`config.mk`:
```
export PLATFORM = sky130hd
export DESIGN_NAME = pit_timer
export DESIGN_NICKNAME = d
export VERILOG_FILES = /design/src/hw/pit_pkg.sv /design/src/hw/pit_irq_gate.sv /design/src/hw/pit_timer.sv
export VERILOG_INCLUDE_DIRS = /design/src /design/src/hw
export SDC_FILE = /design/constraint.sdc
export NUM_CORES = 1
export LEC_CHECK = 0
export BUFFER_PORTS_ARGS = -buffer_cell sky130_fd_sc_hd__buf_2
export CAP_MARGIN = 20
export CORE_AREA = 5 5 89 91
export DETAILED_ROUTE_END_ITERATION = 10
export DIE_AREA = 0 0 94 96
export GPL_ROUTABILITY_DRIVEN = 0
export HOLD_SLACK_MARGIN = 0.12
export PLACE_DENSITY = 0.83
export SLEW_MARGIN = 0
export SYNTH_ARGS = -nofsm -noshare
export SYNTH_HDL_FRONTEND = slang
export SYNTH_SLANG_ARGS = --single-unit
```
`constraint.sdc`:
```
create_clock -name clk_in -period 2.85 [get_ports clk_in]
set_input_delay 0.285 -clock clk_in [delete_from_list [all_inputs] [get_ports clk_in]]
set_output_delay 0.285 -clock clk_in [all_outputs]
set_load 0.1 [all_outputs]
```
`src/hw/pit_defines.svh`:
```
// register offsets, field positions and reset values of the interval timer
`ifndef PIT_DEFINES_SVH
`define PIT_DEFINES_SVH

// ********************************************************************
// register indices (byte address is four times the index)
// ********************************************************************
`define PIT_CNT_IDX      8'h08
`define PIT_RLD_IDX      8'h09
`define PIT_ADDR_W       8

// ********************************************************************
// field positions
// ********************************************************************
`define PIT_VAL_MSB      23
`define PIT_VAL_LSB      0
`define PIT_OV_BIT       26
`define PIT_IN_BIT       25
`define PIT_IE_BIT       24

// ********************************************************************
// reset values
// ********************************************************************
`define PIT_CNT_RST      24'hFFFFFF
`define PIT_VAL_RST      24'hFFFFFF
`define PIT_FLAG_RST     1'h0
`define PIT_WORD_RST     32'h00000000

`endif

```
`src/hw/pit_pkg.sv`:
```
// types shared by the interval timer modules
package pit_pkg;

    // ****************************************************************
    // reload register contents
    // ****************************************************************
    typedef struct packed {
        logic        lost_expiry_flag;
        logic        expiry_flag;
        logic        expiry_irq_gate;
        logic [23:0] reload_value;
    } pit_reload_type;

    // ****************************************************************
    // interrupt gating inputs
    // ****************************************************************
    typedef struct packed {
        logic expiry_flag;
        logic expiry_irq_gate;
        logic global_trap_mask;
        logic timer_mute;
    } pit_gate_type;

endpackage : pit_pkg

```
`src/hw/pit_irq_gate.sv`:
```
// timer interrupt request gate with its own enable and two masks
`timescale 1ns/1ns
`default_nettype none

module pit_irq_gate (
    input  wire logic                  clk_in,
    input  wire logic                  rst_n_in,
    input  wire pit_pkg::pit_gate_type gate_in,
    output logic                       irq_out
);

    // ****************************************************************
    // gating
    // ****************************************************************
    wire irq_nxt;

    // own enable, separate from other interrupt sources
    assign irq_nxt = gate_in.expiry_flag & gate_in.expiry_irq_gate
                   & ~gate_in.global_trap_mask
                   & ~gate_in.timer_mute;

    always_ff @(posedge clk_in or negedge rst_n_in) begin
        if (!rst_n_in) begin
            irq_out <= 1'b0;
        end else begin
            irq_out <= irq_nxt;
        end
    end
endmodule : pit_irq_gate

`default_nettype wire

```
`src/hw/pit_timer.sv`:
```
// periodic interval timer: countdown, reload, expiry flags and register port
//
// The plain strobed port is this design's own decision.
`timescale 1ns/1ns
`default_nettype none
`include "pit_defines.svh"

// ********************************************************************
// Notes on behaviour
// - a 24-bit countdown drops by one every clock except at zero, unless software writes the count register.
// - at zero the countdown is loaded from the reload value and goes on.
// - the expiry flag sets in the same cycle the countdown reloads.
// - zero lasts one full cycle, so a count of 28 expires 29 cycles later.
// - expiry while the flag is still set also sets the lost-expiry flag.
// - the expiry flag sets on every expiry, enabled or not, unless a reload register write lands in that cycle.
// - the request is raised when expiry flag and its enable are both set.
// - the global trap mask blocks the timer request.
// - writing the reload value leaves the running countdown alone.
// - the timer request has its own enable apart from other sources.
// - the timer mute bit blocks the request just like the enable.
// - both registers answer only supervisor accesses; user access is refused.
// - the reload happens in the cycle right after the countdown hits zero.
// ********************************************************************

module pit_timer (
    input  wire logic                   clk_in,
    input  wire logic                   rst_n_in,
    input  wire logic [`PIT_ADDR_W-1:0] addr_in,
    input  wire logic [31:0]            wdata_in,
    input  wire logic                   wr_in,
    input  wire logic                   rd_in,
    input  wire logic                   supervisor_in,
    input  wire logic                   global_trap_mask_in,
    input  wire logic                   timer_mute_in,
    output logic      [31:0]            rdata_out,
    output logic                        access_refused_out,
    output logic                        expiry_pulse_out,
    output logic                        timer_irq_out
);

    // ****************************************************************
    // helpers
    // ****************************************************************
    function automatic logic [`PIT_ADDR_W-1:0] pit_byte_addr(
        input logic [`PIT_ADDR_W-1:0] idx);
        pit_byte_addr = {idx[`PIT_ADDR_W-3:0], 2'b00};
    endfunction : pit_byte_addr

    function automatic logic [31:0] pit_pack_reload(input pit_pkg::pit_reload_type r);
        logic [31:0] w;
        w = `PIT_WORD_RST;
        w[`PIT_OV_BIT] = r.lost_expiry_flag;
        w[`PIT_IN_BIT] = r.expiry_flag;
        w[`PIT_IE_BIT] = r.expiry_irq_gate;
        w[`PIT_VAL_MSB:`PIT_VAL_LSB] = r.reload_value;
        pit_pack_reload = w;
    endfunction : pit_pack_reload

    function automatic pit_pkg::pit_reload_type pit_unpack_reload(input logic [31:0] w);
        pit_pkg::pit_reload_type r;
        r.lost_expiry_flag = w[`PIT_OV_BIT];
        r.expiry_flag      = w[`PIT_IN_BIT];
        r.expiry_irq_gate  = w[`PIT_IE_BIT];
        r.reload_value     = w[`PIT_VAL_MSB:`PIT_VAL_LSB];
        pit_unpack_reload = r;
    endfunction : pit_unpack_reload

    // ****************************************************************
    // state
    // ****************************************************************
    logic [23:0]             countdown_value_r;
    logic [23:0]             countdown_value_nxt;
    pit_pkg::pit_reload_type reload_r;
    pit_pkg::pit_reload_type reload_nxt;
    pit_pkg::pit_reload_type reload_expired;
    logic [31:0]             rdata_nxt;
    logic [31:0]             read_word;
    logic                    refused_nxt;
    pit_pkg::pit_gate_type   gate;

    // ****************************************************************
    // register port decode
    // ****************************************************************
    wire sel_cnt;
    wire sel_rld;
    wire sel_any;
    wire cnt_wr;
    wire rld_wr;
    wire reg_rd;
    wire expire;

    assign sel_cnt = (addr_in == pit_byte_addr(`PIT_CNT_IDX));
    assign sel_rld = (addr_in == pit_byte_addr(`PIT_RLD_IDX));
    assign sel_any = sel_cnt | sel_rld;

    // user mode gets nothing: writes dropped, reads return zero
    assign cnt_wr = wr_in & sel_cnt & supervisor_in;
    assign rld_wr = wr_in & sel_rld & supervisor_in;
    assign reg_rd = rd_in & supervisor_in;
    assign refused_nxt = (wr_in | rd_in) & sel_any & ~supervisor_in;

    // ****************************************************************
    // countdown
    // ****************************************************************
    // zero is a full cycle of its own before the reload
    assign expire = (countdown_value_r == 24'h000000);

    // a software load wins; the reload value only matters at expiry
    assign countdown_value_nxt = cnt_wr ? wdata_in[`PIT_VAL_MSB:`PIT_VAL_LSB]
                               : expire ? reload_r.reload_value
                               : countdown_value_r - 24'h000001;

    // ****************************************************************
    // reload register and expiry flags
    // ****************************************************************
    always_comb begin
        reload_expired = reload_r;
        reload_expired.expiry_flag = 1'b1;
        reload_expired.lost_expiry_flag = reload_r.lost_expiry_flag
                                        | reload_r.expiry_flag;
    end

    // the write replaces the whole word; a coinciding expiry is lost,
    // which is the hazard that the mute bit exists to avoid
    assign reload_nxt = rld_wr ? pit_unpack_reload(wdata_in)
                      : expire ? reload_expired
                      : reload_r;

    // ****************************************************************
    // read data
    // ****************************************************************
    assign read_word = sel_cnt ? {8'h00, countdown_value_r}
                     : sel_rld ? pit_pack_reload(reload_r)
                     : `PIT_WORD_RST;
    assign rdata_nxt = reg_rd ? read_word : `PIT_WORD_RST;

    // ****************************************************************
    // flip-flops
    // ****************************************************************
    always_ff @(posedge clk_in or negedge rst_n_in) begin
        if (!rst_n_in) begin
            countdown_value_r <= `PIT_CNT_RST;
        end else begin
            countdown_value_r <= countdown_value_nxt;
        end
    end

    always_ff @(posedge clk_in or negedge rst_n_in) begin
        if (!rst_n_in) begin
            reload_r.lost_expiry_flag <= `PIT_FLAG_RST;
            reload_r.expiry_flag      <= `PIT_FLAG_RST;
            reload_r.expiry_irq_gate  <= `PIT_FLAG_RST;
            reload_r.reload_value     <= `PIT_VAL_RST;
        end else begin
            reload_r <= reload_nxt;
        end
    end

    always_ff @(posedge clk_in or negedge rst_n_in) begin
        if (!rst_n_in) begin
            rdata_out          <= `PIT_WORD_RST;
            access_refused_out <= 1'b0;
            expiry_pulse_out   <= 1'b0;
        end else begin
            rdata_out          <= rdata_nxt;
            access_refused_out <= refused_nxt;
            expiry_pulse_out   <= expire;
        end
    end

    // ****************************************************************
    // interrupt request
    // ****************************************************************
    assign gate = '{expiry_flag:      reload_r.expiry_flag,
                    expiry_irq_gate:  reload_r.expiry_irq_gate,
                    global_trap_mask: global_trap_mask_in,
                    timer_mute:       timer_mute_in};

    // separate gate so the timer priority stays independent
    pit_irq_gate u_irq_gate (
        .clk_in   (clk_in),
        .rst_n_in (rst_n_in),
        .gate_in  (gate),
        .irq_out  (timer_irq_out)
    );

    wire quiet;
    assign quiet = !cnt_wr && !rld_wr;
endmodule : pit_timer

`default_nettype wire

```
==> results.sh <==
export IMPL_ir_worst_vdd_mv=0.356
export IMPL_p_leak_nw=2.26
export IMPL_final_nets=491
export IMPL_powerDensity_mw_per_mm2=621
export IMPL_routed_wl_um=8880
export IMPL_io_buffer_count=71
export IMPL_r2r_end="countdown_value_r[3]$_DFF_PN1_"
export IMPL_design_die_area_mm2=0.00902
export IMPL_max_slew_margin_pct=41.0
export IMPL_slew_violations=0
export IMPL_tightest_slew_ns=0.882
export IMPL_startpoint_type="flip-flop"
export IMPL_yosysTopAreaCellShare_pct=31.4
export IMPL_cts_buffer_depth=2
export IMPL_cts_buffers=9
export IMPL_grt_usage_pct=20.2
export IMPL_layout_drive_gt1_share_pct=40.3
export IMPL_grt_ovfl_total=0
export IMPL_fp_coreArea_mm2=0.00706
export IMPL_diodes=0
export IMPL_finalPower_mw=2.95
export IMPL_die_h_um=96
export IMPL_grt_pass1_wl_um=14200
export IMPL_hold_depth=3
export IMPL_post_drt_wl_per_cell_um=16.3
export IMPL_initial_core_util_pct=56.9
export IMPL_num_io_pins=82
export IMPL_ys_warn_count=0
export IMPL_timing_final_crit_share_pct=85.3
export IMPL_firstDrtPassIters=5
export IMPL_dp_cells=525
export IMPL_die_w_um=94
export IMPL_syn_inst=368
export IMPL_grt_max_degree=82
export IMPL_drcViolationCount=0
export IMPL_ys_ff_latch=81
export IMPL_min_to="countdown_value_r[11]$_DFF_PN1_"
export IMPL_path_clk_slew_ns=0.08
export IMPL_regToRegStartpoint="countdown_value_r[6]$_DFF_PN1_"
export IMPL_synth_area_leaders="dfstp_2, dfrtp_1, mux2i_1, mux2_2, nor2_1"
export IMPL_final_fill_count=534
export IMPL_ys_seq_area_share_pct=51.9
export IMPL_clkLatencyLatePin_ns=0.35
export IMPL_num_vias=3048
export IMPL_synth_edf_count=0
export IMPL_synth_cell_type_count=45
export IMPL_instances_no_fill=546
export IMPL_arrival_ns=2.70
export IMPL_cts_sinks=81
export IMPL_rrSetupSlack_ns=0.42
export IMPL_dp_slack_ns=0.459
export IMPL_fin_setup_tns_ns=0
export IMPL_hpwl_um=5800
export IMPL_cts_root_buffer="clkbuf_8"
export IMPL_cp_end_kind="flip-flop"
export IMPL_syn_area_per_cell_um2=10.9
export IMPL_antenna_found_initial=0
export IMPL_crit_fanout=19
export IMPL_rows=31
export IMPL_yosys_area_top_type="dfstp_2"
export IMPL_outcome="finished, final reports clean"
export IMPL_skew_ns=0.0116
export IMPL_drt_iter0_drc=224
export IMPL_cts_resized_gates=0
export IMPL_synthToLayoutAreaGrowth_pct=18.4
export IMPL_tritoncts="yes"
export IMPL_required_ns=3.12
export IMPL_fmax_ghz=0.411
export IMPL_synth_async_reset_ratio_pct=100
export IMPL_hold_path_class="in -> reg"
export IMPL_hold_viol=0
export IMPL_synth_commonest_cells="dfstp_2, nor2_1, dfrtp_1"
export IMPL_drtAntennaViolNets=0
export IMPL_ff2ff_path_depth=6
export IMPL_fin_ws_ns=0.418
export IMPL_synth_area_mm2=0.00402
export IMPL_drv_cap=0
export IMPL_rsz0062_at_grt="no"
export IMPL_crit_type="reg -> reg"
export IMPL_ys_flop_type="dfstp_2"
export IMPL_cts_htree_levels=3
export IMPL_fin_crit_ns=2.43
export IMPL_first_global_vias=2960
export IMPL_synth_most_common_cell="dfstp_2"
export IMPL_hold_path_startpoint="wdata_in[11]"
export IMPL_setup_viol=0
export IMPL_vias_per_cell=5.58
==> area by class of cell <==
| class | count | area, um^2 | area share, % |
|---|---|---|---|
| clock inverters | 4 | 98.8 | 2.08 |
| inverters | 3 | 11.3 | 0.237 |
| well taps | 99 | 124 | 2.60 |
| repair buffers | 82 | 470 | 9.89 |
| flip-flops and latches | 81 | 2090 | 43.9 |
| clock buffers | 12 | 155 | 3.26 |
| multi-input cells | 265 | 1810 | 38.1 |
==> how the worst max path moves through the flow <==
stage / from / to / slack (ns) / cells past startpoint
after global placement: countdown_value_r[6]$_DFF_PN1_ / countdown_value_r[2]$_DFF_PN1_ / 0.52 / 6
after global routing: countdown_value_r[9]$_DFF_PN1_ / countdown_value_r[3]$_DFF_PN1_ / 0.31 / 6
final: countdown_value_r[6]$_DFF_PN1_ / countdown_value_r[3]$_DFF_PN1_ / 0.42 / 6
after detailed placement: countdown_value_r[6]$_DFF_PN1_ / countdown_value_r[2]$_DFF_PN1_ / 0.46 / 6
after floorplan: countdown_value_r[8]$_DFF_PN1_ / countdown_value_r[13]$_DFF_PN1_ / 0.97 / 8
after CTS: countdown_value_r[6]$_DFF_PN1_ / countdown_value_r[3]$_DFF_PN1_ / 0.38 / 6
==> kinds of logic after synthesis <==
group / Yosys count / synth area share (%)
and+or+nand+nor: 138 / 18.4
DFF: 81 / 51.9
muxes: 55 / 14.5
AOI/OAI and AO/OA: 52 / 8.22
buffers and inverters: 26 / 3.39
xor gates and xnor gates: 13 / 2.83
adders and majority gates: 2 / 0.623
other: 1 / 0.0933
==> per-layer routing <==
metal | vias to the layer above | part of all wire (%) | track usage (%)
li1 | 1438 | - | -
met1 | 1508 | 43 | 26.4
met2 | 88 | 51 | 33.8
met3 | 14 | 4.9 | 3.21
met4 | 0 | 2.0 | 8.42
met5 | - | 0 | 0
==> flip-flops by register name, indices dropped and copies added, names as in the netlist <==
| register | count |
|---|---|
| rdata_out | 27 |
| access_refused_out | 1 |
| gate | 2 |
| reload_expired | 24 |
| countdown_value_r | 24 |
| u_irq_gate.irq_out | 1 |
| reload_r | 1 |
| expiry_pulse_out | 1 |
==> worst max-delay path: stages (launching register included) <==
cell and delay (ns):
dfstp_2 0.41, nor4_4 0.47, nand2_4 0.13, or3_1 0.71, buf_4 0.32, mux2i_1 0.13, o21ai_0 0.18
==> metrics by stage <==
step / utilization (%) / hold WS (ns) / cell area, um^2
after floorplan: - / -0.0106 / 4030
after global placement: 62.8 / 0.440 / 4440
after detailed placement: 62.8 / 0.446 / 4440
after CTS: 66.9 / 0.126 / 4720
after global routing: 67.4 / 0.121 / 4760
final: 67.4 / 0.135 / 4760
==> cells in the final DEF (no fill, tap or decap), drive strengths merged, types with 4 or more instances in the layout <==
| cell | netlist | layout |
|---|---|---|
| o31ai | 5 | 5 |
| nand4b | 4 | 4 |
| a21oi | 7 | 7 |
| nand2 | 33 | 33 |
| nor3 | 14 | 14 |
| buf | 13 | 78 |
| mux2 | 25 | 25 |
| and3 | 5 | 5 |
| xor2 | 8 | 8 |
| xnor2 | 5 | 5 |
| conb | 1 | 5 |
| or4 | 4 | 4 |
| dfstp | 48 | 48 |
| a211oi | 4 | 4 |
| nor2 | 47 | 47 |
| mux2i | 30 | 30 |
| dlygate4sd3 | 0 | 4 |
| dfrtp | 33 | 33 |
| o21ai | 29 | 29 |
| nand2b | 5 | 5 |
| nor4 | 12 | 12 |
| clkbuf | 10 | 12 |
==> power breakdown <==
| group | leakage, nW | internal (mW) | switching (mW) |
|---|---|---|---|
| registers | 0.949 | 1.28 | 0.125 |
| logic | 1.18 | 0.217 | 0.292 |
| clock network | 0.127 | 0.632 | 0.406 |
| total | 2.26 | 2.13 | 0.822 |
==> what timing repair did <==
item	CTS	global route
hold buffers	3	1
endpoints found under the hold margin	2	34
buffers inserted	0	0
No activity file was read; power rests on OpenSTA's default activity.
